### config.mk
export PLATFORM = sky130hd
export DESIGN_NAME = rcst_top
export DESIGN_NICKNAME = d
export VERILOG_FILES = /design/src/verilog/rcst_pkg.sv /design/src/verilog/rcst_top.sv
export SDC_FILE = /design/constraint.sdc
export NUM_CORES = 1
export LEC_CHECK = 0
export BUFFER_PORTS_ARGS = -buffer_cell sky130_fd_sc_hd__buf_4
export CAP_MARGIN = 15
export CORE_UTILIZATION = 62
export CTS_BUF_LIST = sky130_fd_sc_hd__clkbuf_2 sky130_fd_sc_hd__clkbuf_4 sky130_fd_sc_hd__clkbuf_8
export DETAILED_ROUTE_END_ITERATION = 6
export HOLD_SLACK_MARGIN = 0.08
export PLACE_DENSITY = 0.87
export RECOVER_POWER = 50
export SETUP_SLACK_MARGIN = 0.02
export SLEW_MARGIN = 20
export SYNTH_ARGS = -nofsm -noshare
export SYNTH_HDL_FRONTEND = slang
export SYNTH_SLANG_ARGS = --single-unit
### constraint.sdc
create_clock -name clock -period 4.65 [get_ports clock]
set_clock_uncertainty 0.2 [all_clocks]
set_input_delay 0.465 -clock clock [delete_from_list [all_inputs] [get_ports clock]]
set_output_delay 0.465 -clock clock [all_outputs]
set_load 0.05 [all_outputs]
### src/verilog/rcst_pkg.sv
package rcst_pkg;

	// Clock and start-up timing
	localparam int unsigned CLK_PERIOD_NS  = 10;
	localparam int unsigned POWER_UP_TIMER_TIME_MS   = 72;
	localparam int unsigned RC_TICK_NS     = 1000;
	localparam int unsigned RC_DIV_DEF     = RC_TICK_NS / CLK_PERIOD_NS;
	localparam int unsigned POWER_UP_TIMER_TICKS_DEF = POWER_UP_TIMER_TIME_MS * 1000000 / RC_TICK_NS;
	localparam int unsigned OST_CYCLES     = 1024;
	localparam logic [10:0] OST_LAST       = 11'(OST_CYCLES - 1);
	localparam logic [7:0]  MASTER_CLEAR_PIN_FILT_DEF  = 8'h10;

	// APB map: printed indices, byte address is four times the index
	localparam int unsigned ADDR_W         = 12;
	localparam logic [7:0]  IDX_PWR_STATUS = 8'h8E;
	localparam logic [7:0]  IDX_CAUSE      = 8'h8F;
	localparam logic [7:0]  IDX_CTRL       = 8'h90;
	localparam logic [ADDR_W-1:0] ADR_PWR_STATUS = {2'h0, IDX_PWR_STATUS, 2'h0};
	localparam logic [ADDR_W-1:0] ADR_CAUSE      = {2'h0, IDX_CAUSE, 2'h0};
	localparam logic [ADDR_W-1:0] ADR_CTRL       = {2'h0, IDX_CTRL, 2'h0};

	// Field positions
	localparam int unsigned PS_BO_BIT  = 0;
	localparam int unsigned PS_POR_BIT = 1;

	// Clock mode selection
	localparam logic [1:0] MODE_LP = 2'h0;
	localparam logic [1:0] MODE_XT = 2'h1;
	localparam logic [1:0] MODE_HS = 2'h2;
	localparam logic [1:0] MODE_RC = 2'h3;

	// Reset cause codes
	typedef enum logic [2:0] {
		CAUSE_POR       = 3'h0,
		CAUSE_MASTER_CLEAR_PIN_RUN  = 3'h1,
		CAUSE_MASTER_CLEAR_PIN_SLP  = 3'h2,
		CAUSE_WDT_RST   = 3'h3,
		CAUSE_WDT_WAKE  = 3'h4,
		CAUSE_BOR       = 3'h5,
		CAUSE_INT_WAKE  = 3'h6
	} rcst_cause_t;

	typedef enum logic [5:0] {
		ST_POR  = 6'h01,
		ST_BOR  = 6'h02,
		ST_POWER_UP_TIMER = 6'h04,
		ST_OST  = 6'h08,
		ST_HOLD = 6'h10,
		ST_RUN  = 6'h20
	} rcst_state_t;

	typedef struct packed {
		logic              psel;
		logic              penable;
		logic              pwrite;
		logic [ADDR_W-1:0] paddr;
		logic [31:0]       pwdata;
	} rcst_apb_req_t;

	typedef struct packed {
		logic        pready;
		logic        pslverr;
		logic [31:0] prdata;
	} rcst_apb_rsp_t;

	typedef struct packed {
		logic        power_timer_disable_cfg;
		logic        brownout_enable_cfg;
		logic        clock_mode_bit_high;
		logic        clock_mode_bit_low;
	} rcst_cfg_t;

	typedef struct packed {
		logic [2:0]  por_s;
		logic [2:0]  bor_s;
		logic [2:0]  master_clear_pin_s;
		logic [2:0]  osc_s;
		logic        por_st;
		logic        bor_st;
		logic        master_clear_pin_st;
		logic        osc_st;
		logic [7:0]  filt_cnt;
		logic        master_clear_pin_low;
		rcst_state_t state;
		logic        wake;
		logic        wake_pulse;
		logic [15:0] rc_div;
		logic [31:0] power_up_timer_cnt;
		logic [10:0] ost_cnt;
		logic        timeout_flag;
		logic        sleep_flag;
		rcst_cause_t cause;
		logic        brownout_flag;
		logic        por_flag;
		logic [7:0]  filt_len;
		logic [31:0] prdata;
		logic        pslverr;
	} rcst_regs_t;

endpackage : rcst_pkg

### src/verilog/rcst_top.sv
// Design decision made here: the APB interface to the registers.
`timescale 1ns/1ps
// Functional notes
// Distinguish six reset causes, each recorded
// Defaults load on all resets except watchdog wake
// Unreset bits keep value except power-on
// Master clear filters short low pulses
// Power-on reset only on rising supply
// Power-up timer 72 ms after power-on/brown-out
// Disable bit set turns power-up timer off
// Configure power-up timer on whenever brown-out on
// Oscillator timer counts 1024 cycles after power-up timer
// Oscillator timer only crystal modes, power-up, wake
// Total hold-off follows mode and configuration
// RC mode, timer off: no hold-off
// Power-on pulse, then power-up timer, then oscillator
// Timers ignore master clear; release then immediate
// Brown-out enable bit gates brown-out detection
// Hold during brown-out, then power-up timer
// Recurring brown-out restarts power-up timer
// Brown-out flag bit0, hardware clears on brown-out
// Brown-out flag meaningless when detection disabled
// Power-on flag bit1 cleared on power-on only
// Timeout and sleep flags set per cause
// Power-on always sets both timeout and sleep
// Resets zero program counter, wakes resume
// Two bits select one of four clock modes
// Release needs pin high, no brown-out, timers done
module rcst_top
	import rcst_pkg::*;
#(
	parameter int unsigned POWER_UP_TIMER_TICKS = POWER_UP_TIMER_TICKS_DEF,
	parameter int unsigned RC_DIV     = RC_DIV_DEF
) (
	input  wire logic          clock,
	input  wire logic          sys_rst,
	input  wire rcst_apb_req_t apb_req,
	output rcst_apb_rsp_t      apb_rsp,
	input  wire rcst_cfg_t     cfg,
	input  wire logic          por_pulse,
	input  wire logic          brownout_detect,
	input  wire logic          master_clear_pin_n,
	input  wire logic          osc_in,
	input  wire logic          watchdog_timeout,
	input  wire logic          interrupt_wake,
	input  wire logic          core_sleeping,
	output logic               core_reset,
	output logic               core_wake_hold,
	output logic               wake_resume,
	output logic               timeout_flag,
	output logic               sleep_flag,
	output logic [2:0]         reset_cause
);

	rcst_regs_t r_q;
	rcst_regs_t r_d;
	logic       crystal;
	logic       power_up_timer_on;
	logic       por_act;
	logic       bor_act;
	logic       osc_rise;
	logic       rc_tick;
	logic       setup;
	logic       access;
	logic [1:0] mode;

	// Clock mode decode and start-up selections
	assign mode     = {cfg.clock_mode_bit_high, cfg.clock_mode_bit_low};
	assign crystal  = (mode != MODE_RC);
	assign power_up_timer_on  = ~cfg.power_timer_disable_cfg;
	assign por_act  = r_q.por_st;
	assign bor_act  = r_q.bor_st & cfg.brownout_enable_cfg;
	// Oscillator edge once the filtered level turns high; osc_in must stay well below clock/3
	assign osc_rise = (r_q.osc_s[1] == r_q.osc_s[2]) & r_q.osc_s[2] & ~r_q.osc_st;
	assign rc_tick  = (r_q.rc_div == 16'(RC_DIV - 1));
	assign setup    = apb_req.psel & ~apb_req.penable;
	assign access   = apb_req.psel & apb_req.penable;

	// Next state of the whole block
	always_comb begin
		rcst_state_t after_hold;
		after_hold = ST_HOLD;
		r_d = r_q;
		r_d.wake_pulse = 1'b0;

		// Three-stage pin synchronisers; a change counts once stages two and three agree
		r_d.por_s  = {r_q.por_s[1:0], por_pulse};
		r_d.bor_s  = {r_q.bor_s[1:0], brownout_detect};
		r_d.master_clear_pin_s = {r_q.master_clear_pin_s[1:0], master_clear_pin_n};
		r_d.osc_s  = {r_q.osc_s[1:0], osc_in};
		if (r_q.por_s[1] == r_q.por_s[2]) begin
			r_d.por_st = r_q.por_s[2];
		end
		if (r_q.bor_s[1] == r_q.bor_s[2]) begin
			r_d.bor_st = r_q.bor_s[2];
		end
		if (r_q.master_clear_pin_s[1] == r_q.master_clear_pin_s[2]) begin
			r_d.master_clear_pin_st = r_q.master_clear_pin_s[2];
		end
		if (r_q.osc_s[1] == r_q.osc_s[2]) begin
			r_d.osc_st = r_q.osc_s[2];
		end

		// Master clear noise filter: low must persist filt_len cycles
		if (!r_q.master_clear_pin_st) begin
			if (r_q.filt_cnt != r_q.filt_len) begin
				r_d.filt_cnt = r_q.filt_cnt + 8'h01;
			end else begin
				r_d.master_clear_pin_low = 1'b1;
			end
		end else begin
			r_d.filt_cnt = 8'h00;
			r_d.master_clear_pin_low = 1'b0;
		end

		// Internal RC time base for the power-up timer
		r_d.rc_div = rc_tick ? 16'h0000 : r_q.rc_div + 16'h0001;

		// Where a power-on or brown-out sequence goes after its pulse
		if (power_up_timer_on) begin
			after_hold = ST_POWER_UP_TIMER;
		end else if (crystal) begin
			after_hold = ST_OST;
		end else begin
			after_hold = ST_HOLD;
		end

		// Sequencer; power-on beats brown-out beats everything else
		if (por_act) begin
			r_d.state        = ST_POR;
			r_d.timeout_flag = 1'b1;
			r_d.sleep_flag   = 1'b1;
			r_d.por_flag     = 1'b0;
			r_d.cause        = CAUSE_POR;
			r_d.wake         = 1'b0;
		end else if (bor_act) begin
			r_d.state         = ST_BOR;
			r_d.brownout_flag = 1'b0;
			r_d.timeout_flag  = 1'b1;
			r_d.sleep_flag    = 1'b1;
			r_d.cause         = CAUSE_BOR;
			r_d.wake          = 1'b0;
		end else begin
			case (r_q.state)
				ST_POR, ST_BOR: begin
					r_d.state    = after_hold;
					r_d.power_up_timer_cnt = 32'h0000_0000;
					r_d.ost_cnt  = 11'h000;
				end
				ST_POWER_UP_TIMER: begin
					if (rc_tick) begin
						if (r_q.power_up_timer_cnt == 32'(POWER_UP_TIMER_TICKS - 1)) begin
							r_d.state   = crystal ? ST_OST : ST_HOLD;
							r_d.ost_cnt = 11'h000;
						end else begin
							r_d.power_up_timer_cnt = r_q.power_up_timer_cnt + 32'h0000_0001;
						end
					end
				end
				ST_OST: begin
					if (r_q.wake && r_q.master_clear_pin_low) begin
						// Master clear while waiting for the oscillator after a wake
						r_d.state        = ST_HOLD;
						r_d.wake         = 1'b0;
						r_d.timeout_flag = 1'b1;
						r_d.sleep_flag   = 1'b0;
						r_d.cause        = CAUSE_MASTER_CLEAR_PIN_SLP;
					end else if (osc_rise) begin
						if (r_q.ost_cnt == OST_LAST) begin
							if (r_q.wake) begin
								r_d.state      = ST_RUN;
								r_d.wake       = 1'b0;
								r_d.wake_pulse = 1'b1;
							end else begin
								r_d.state = ST_HOLD;
							end
						end else begin
							r_d.ost_cnt = r_q.ost_cnt + 11'h001;
						end
					end
				end
				ST_HOLD: begin
					if (!r_q.master_clear_pin_low) begin
						r_d.state = ST_RUN;
					end
				end
				ST_RUN: begin
					if (r_q.master_clear_pin_low) begin
						r_d.state = ST_HOLD;
						if (core_sleeping) begin
							r_d.timeout_flag = 1'b1;
							r_d.sleep_flag   = 1'b0;
							r_d.cause        = CAUSE_MASTER_CLEAR_PIN_SLP;
						end else begin
							r_d.cause = CAUSE_MASTER_CLEAR_PIN_RUN;
						end
					end else if (watchdog_timeout && !core_sleeping) begin
						r_d.state        = ST_HOLD;
						r_d.timeout_flag = 1'b0;
						r_d.sleep_flag   = 1'b1;
						r_d.cause        = CAUSE_WDT_RST;
					end else if (core_sleeping && (watchdog_timeout || interrupt_wake)) begin
						r_d.timeout_flag = ~watchdog_timeout;
						r_d.sleep_flag   = 1'b0;
						r_d.cause        = watchdog_timeout ? CAUSE_WDT_WAKE : CAUSE_INT_WAKE;
						if (crystal) begin
							r_d.state   = ST_OST;
							r_d.wake    = 1'b1;
							r_d.ost_cnt = 11'h000;
						end else begin
							r_d.wake_pulse = 1'b1;
						end
					end
				end
				default: begin
					r_d.state = ST_POR;
				end
			endcase
		end

		// APB writes; a hardware clear in the same cycle wins over software
		if (access && apb_req.pwrite) begin
			case (apb_req.paddr)
				ADR_PWR_STATUS: begin
					if (!bor_act && !por_act) begin
						r_d.brownout_flag = apb_req.pwdata[PS_BO_BIT];
					end
					if (!por_act) begin
						r_d.por_flag = apb_req.pwdata[PS_POR_BIT];
					end
				end
				ADR_CTRL: begin
					r_d.filt_len = apb_req.pwdata[7:0];
				end
				default: begin
				end
			endcase
		end

		// Read data and error captured in the setup phase
		if (setup) begin
			r_d.pslverr = 1'b0;
			case (apb_req.paddr)
				ADR_PWR_STATUS: begin
					r_d.prdata = {30'h0, r_q.por_flag, r_q.brownout_flag};
				end
				ADR_CAUSE: begin
					r_d.prdata = {19'h0, r_q.state, r_q.wake, r_q.master_clear_pin_low,
						r_q.sleep_flag, r_q.timeout_flag, r_q.cause};
				end
				ADR_CTRL: begin
					r_d.prdata = {24'h0, r_q.filt_len};
				end
				default: begin
					r_d.prdata  = 32'h0000_0000;
					r_d.pslverr = 1'b1;
				end
			endcase
		end
	end

	// State register; flags without a defined power-on value still get a constant here
	always_ff @(posedge clock) begin
		if (sys_rst) begin
			r_q              <= '0;
			r_q.master_clear_pin_s       <= 3'h7;
			r_q.master_clear_pin_st      <= 1'b1;
			r_q.state        <= ST_POR;
			r_q.timeout_flag <= 1'b1;
			r_q.sleep_flag   <= 1'b1;
			r_q.cause        <= CAUSE_POR;
			r_q.filt_len     <= MASTER_CLEAR_PIN_FILT_DEF;
		end else begin
			r_q <= r_d;
		end
	end

	// Outputs: core held unless running or waiting out a wake
	assign core_reset     = (r_q.state != ST_RUN) & ~(r_q.state == ST_OST & r_q.wake);
	assign core_wake_hold = (r_q.state == ST_OST) & r_q.wake;
	assign wake_resume    = r_q.wake_pulse;
	assign timeout_flag   = r_q.timeout_flag;
	assign sleep_flag     = r_q.sleep_flag;
	assign reset_cause    = r_q.cause;
	assign apb_rsp = '{pready:  access,
		pslverr: access & r_q.pslverr,
		prdata:  r_q.prdata};

	// Power-on leaves both flags set and power-on flag clear
	a_por_sets_flags: assert property (@(posedge clock) disable iff (sys_rst)
		por_act |=> (r_q.timeout_flag && r_q.sleep_flag && !r_q.por_flag
			&& r_q.cause == CAUSE_POR))
		else $error("power-on flags wrong");

	a_bor_clears_flag: assert property (@(posedge clock) disable iff (sys_rst)
		(bor_act && !por_act) |=> (!r_q.brownout_flag && r_q.state == ST_BOR))
		else $error("brown-out did not clear flag");

	a_wake_no_reset: assert property (@(posedge clock) disable iff (sys_rst)
		(r_q.state == ST_RUN && core_sleeping && watchdog_timeout && !r_q.master_clear_pin_low
			&& !por_act && !bor_act) |=> (!core_reset && r_q.cause == CAUSE_WDT_WAKE
			&& !r_q.timeout_flag && !r_q.sleep_flag))
		else $error("watchdog wake disturbed state");

	a_master_clear_pin_run_flags: assert property (@(posedge clock) disable iff (sys_rst)
		(r_q.state == ST_RUN && r_q.master_clear_pin_low && !core_sleeping && !por_act && !bor_act)
		|=> ($stable(r_q.timeout_flag) && $stable(r_q.sleep_flag) && core_reset))
		else $error("master clear changed flags");

	a_release_cond: assert property (@(posedge clock) disable iff (sys_rst)
		(r_q.state == ST_HOLD && !r_q.master_clear_pin_low && !por_act && !bor_act)
		|=> (r_q.state == ST_RUN && !core_reset))
		else $error("release not immediate");

	a_power_up_timer_order: assert property (@(posedge clock) disable iff (sys_rst)
		(r_q.state == ST_POR && !por_act && !bor_act && power_up_timer_on)
		|=> (r_q.state == ST_POWER_UP_TIMER && r_q.power_up_timer_cnt == 32'h0000_0000))
		else $error("power-up timer not started");

	a_rc_no_delay: assert property (@(posedge clock) disable iff (sys_rst)
		(r_q.state == ST_POR && !por_act && !bor_act && !power_up_timer_on && !crystal)
		|=> r_q.state == ST_HOLD)
		else $error("hold-off in RC mode");

	a_ost_done: assert property (@(posedge clock) disable iff (sys_rst)
		(r_q.state == ST_OST && !r_q.wake && osc_rise && r_q.ost_cnt == OST_LAST
			&& !por_act && !bor_act) |=> r_q.state == ST_HOLD)
		else $error("oscillator timer end missed");

	a_bor_restart: assert property (@(posedge clock) disable iff (sys_rst)
		(r_q.state == ST_POWER_UP_TIMER && bor_act && !por_act) |=> r_q.state == ST_BOR)
		else $error("brown-out did not restart timer");

	// Leaving brown-out always clears the power-up timer count
	a_bor_exit_clear: assert property (@(posedge clock) disable iff (sys_rst)
		(r_q.state == ST_BOR && !bor_act && !por_act)
		|=> (r_q.power_up_timer_cnt == 32'h0000_0000 && r_q.state != ST_BOR))
		else $error("brown-out exit kept timer count");

	a_bor_gated: assert property (@(posedge clock) disable iff (sys_rst)
		(!cfg.brownout_enable_cfg && !por_act) |=> r_q.state != ST_BOR)
		else $error("disabled brown-out caused reset");

	a_filter_glitch: assert property (@(posedge clock) disable iff (sys_rst)
		$rose(r_q.master_clear_pin_low) |-> ($past(r_q.filt_cnt) == $past(r_q.filt_len)
			&& !$past(r_q.master_clear_pin_st)))
		else $error("master clear passed filter early");

	// Timeout and sleep flags for watchdog reset, master clear in sleep and interrupt wake; cause for a clear during a wake
	a_wdt_reset_flags: assert property (@(posedge clock) disable iff (sys_rst)
		(r_q.state == ST_RUN && !core_sleeping && watchdog_timeout && !r_q.master_clear_pin_low
			&& !por_act && !bor_act) |=> (core_reset && !r_q.timeout_flag
			&& r_q.sleep_flag && r_q.cause == CAUSE_WDT_RST))
		else $error("watchdog reset flags wrong");

	a_master_clear_pin_sleep_flags: assert property (@(posedge clock) disable iff (sys_rst)
		(r_q.state == ST_RUN && core_sleeping && r_q.master_clear_pin_low && !por_act && !bor_act)
		|=> (core_reset && r_q.timeout_flag && !r_q.sleep_flag
			&& r_q.cause == CAUSE_MASTER_CLEAR_PIN_SLP))
		else $error("sleep master clear flags wrong");

	a_int_wake_flags: assert property (@(posedge clock) disable iff (sys_rst)
		(r_q.state == ST_RUN && core_sleeping && interrupt_wake && !watchdog_timeout
			&& !r_q.master_clear_pin_low && !por_act && !bor_act) |=> (!core_reset
			&& r_q.timeout_flag && !r_q.sleep_flag && r_q.cause == CAUSE_INT_WAKE))
		else $error("interrupt wake flags wrong");

	a_wake_master_clear_pin_cut: assert property (@(posedge clock) disable iff (sys_rst)
		(r_q.state == ST_OST && r_q.wake && r_q.master_clear_pin_low && !por_act && !bor_act)
		|=> (core_reset && !core_wake_hold && r_q.cause == CAUSE_MASTER_CLEAR_PIN_SLP))
		else $error("clear during wake not taken");

	// Software write to power status lands unless hardware clears it
	a_status_write: assert property (@(posedge clock) disable iff (sys_rst)
		(access && apb_req.pwrite && apb_req.paddr == ADR_PWR_STATUS
			&& !por_act && !bor_act)
		|=> (r_q.por_flag == $past(apb_req.pwdata[PS_POR_BIT])
			&& r_q.brownout_flag == $past(apb_req.pwdata[PS_BO_BIT])))
		else $error("power status write lost");

	a_ost_edge_only: assert property (@(posedge clock) disable iff (sys_rst)
		(r_q.state == ST_OST && !osc_rise) |=> $stable(r_q.ost_cnt))
		else $error("oscillator timer counted without edge");

endmodule : rcst_top

==> impl_results.md <==
- Status: finished, violations left
- Failing checks: capacitance limit, slew limit
- Layout cell share with drive strength beyond 1: 12.2%
- Total Nets Final: 809
- Gate count of the mapped netlist: 707
- Initial Util: 64.1%
- Cts hold-fix bufs: 10
- CTS max path bufs: 2
- Synth-to-Final Area Change: 11.8%
- Via density: 5.99
- Post-synth top area share: 40.9%
- DR vias: 5305
- Relative slew slack: -71.0%
- Count of final setup violators: 0
- R2r setup slk: 1170 ps
- Slew @ Worst Pin: 2560 ps
- Hold EP: r_q[40]
- Most common cell after layout, fill and taps aside: dfxtp_1
- Final Non-Filler Cells: 886
- Setup crit start kind: flip-flop
- Final wirelength: 13200 um
- CTS root buffer: clkbuf_8
- Unrepaired setup endpoints after global routing: no
- Syn avg cell area: 8.37 um2
- P_leak: 2.27 nW
- Area leader, netlist: dfxtp_1
- H-tree lvl count: 4
- Number of port buffers: 58
- Yosys warns: 0
- Critical path type: flip-flop to flip-flop
- Setup TNS: 0 ps
- PD cells: 356 nW/um2
- Crit path time final: 3480 ps
- Antenna Cells: 0
- Max Freq: 0.288 GHz
- Netlist Area Pre-Place: 5920 um2
- Most frequent cells in the layout: 121 x dfxtp_1, 82 x nor2_1, 51 x a21oi_1, 51 x nand2_1, 36 x buf_4
- DRC Markers: 0
- CTS sink count: 121
- Ys async rst share: 0%
- Die outline height: 99.7 um
- TritonCTS Buffers: 17
- Peak VDD IR: 0.223 mV
- Distinct cells, synth: 65
- Die ar.: 9940 um2
- Dpl ws: 1270 ps
- CP Data Required Time: 4750 ps
- Pin count of the biggest net entering global routing: 63
- Clk_lat worst skew: 430 ps
- CTS clock-pin slew for the worst setup and hold paths: 70 ps
- Crit path max fanout: 11
- Most common flop cell mapped by yosys: dfxtp_1
- Worst path cell trace: nor4b_1 -> and2_1 -> nand3_1 -> nor3_1 -> a41oi_1 -> a311oi_1
- RR Endpoint: r_q[52]
- Hold Crit Start: apb_req[7]
- Drt wl/cell: 14.9 um
- Worst Hold Class: input pin to flip-flop
- Die width: 99.7 um
- Vias in the first global route: 4879
- Worst EP arrival: 3580 ps
- Initial drt markers: 307
- Rows: 35
- Placed cells: 844
- GR Overflow Total: 0
- Ports: 102
- Setup Fix Bufs, Post-CTS: 0
- GP Congestion: 0.848
- First-pass GRT wire length: 22600 um
- CTS tree: done
- Crit. End Element: flip-flop
- Ranking of synthesized cells by area: dfxtp_1 41%, nor2_1 5.2%, buf_4 4.7%, a21oi_1 4.3%, xnor2_1 3.6%
- Worst setup margin: 1170 ps
- Fin crit share: 74.8%
- Worst reg2reg path depth: 6
- Area post-placement: 6170 um2
- Crit path max-delay cell type: nor3_1
- Sequential fraction of the synthesis area: 40.9%
- Post-CTS sizing: 0
- Detail Placement HPWL: 8800 um
- Reg2Reg Launch Point: r_q[112]
- MaxCap Viol Count: 1
- Final Cell Area: 6620 um2
- Final Slew Violations: 63
- GR Util All Layers: 28.1%
- Core Util, Final: 71.6%
- Pre-antenna DRT Iters: 5
- Hold Path Depth: 3
- Delay of the slowest critical-path stage: 830 ps
- Number of synthesized flops with an enable pin: 0
- ANT nets after route: 0
- Seq cells post-synth: 121
- Initial antenna violation count: 0
- Core Area: 9240 um2
- Fin. Hold Viols: 0
-- Yosys cell counts (8+ instances only) --
master and number:
nor3_1 24, a21oi_1 51, nor2_1 82, o31ai_1 9, clkbuf_1 20, or3_1 13
nor2b_1 17, and3_1 10, xor2_1 12, nor4_1 10, xnor2_1 24, buf_4 37
nand3_1 33, mux2i_1 12, o21ai_0 35, dfxtp_1 121, nand2_1 51, nand4_1 14
or2_2 12, nand2b_1 8, or4_1 12
-- state kept, by name, indices dropped and copies added (netlist names) --
signal	flops
apb_rsp	13
por_act	1
r_d	8
r_q	93
reset_cause	3
sleep_flag	1
timeout_flag	1
wake_resume	1
-- metal layers --
layer  part of all wire, %  GRT usage (%)
met5                     0              0
met2                    48           46.5
met1                    43           35.8
met4                   2.1           9.84
met3                   6.2           6.61
-- critical path: cells and delay by family (launching register included) --
family | cells | cell delay, ps
flops | 1 | 470
compound gates | 2 | 530
simple gates | 4 | 2150
-- final cells by class --
type | instances | area [um2]
Clock buffer | 19 | 255
Clock inverter | 13 | 176
Fill cell | 700 | 2620
Inverter | 7 | 26.3
Multi-Input combinational cell | 529 | 3120
Sequential cell | 121 | 2420
Tap cell | 129 | 161
Timing Repair Buffer | 68 | 453
-- kinds of logic (layout without fill, tap and decap cells) --
| logic type | Yosys count | count (layout) | share of synthesized area, % |
|---|---|---|---|
| AND/OR/NAND/NOR | 308 | 308 | 26.8 |
| AO/OA/AOI/OAI | 148 | 148 | 16.1 |
| flip-flops | 121 | 121 | 40.9 |
| buffers and inverters | 75 | 107 | 7.48 |
| XOR/XNOR | 36 | 36 | 5.33 |
| multiplexers | 13 | 13 | 2.22 |
| adder cells (fa/ha/maj) | 5 | 5 | 1.06 |
| other | 1 | 19 | 0.0633 |
-- worst max path at each step --
stage,endpoint,startpoint
global route,r_q[52],r_q[112]
floorplan,r_q[55],r_q[73]
finish,r_q[52],r_q[112]
global placement,r_q[50],r_q[77]
detailed placement,r_q[55],r_q[73]
CTS,r_q[55],r_q[74]
-- power by group --
group | switching, mW | total, mW | internal (mW)
sequential | 0.0177 | 1.07 | 1.05
clock | 0.417 | 1.02 | 0.599
combinational | 0.185 | 0.266 | 0.0809
-- stage by stage --
stage	hold slack, ps	power [mW]
floorplan	189	1.31
global placement	191	1.34
detailed placement	192	1.35
CTS	84.3	2.36
global route	86.3	2.44
finish	102	2.35
Power figures use the tool's default switching activity.
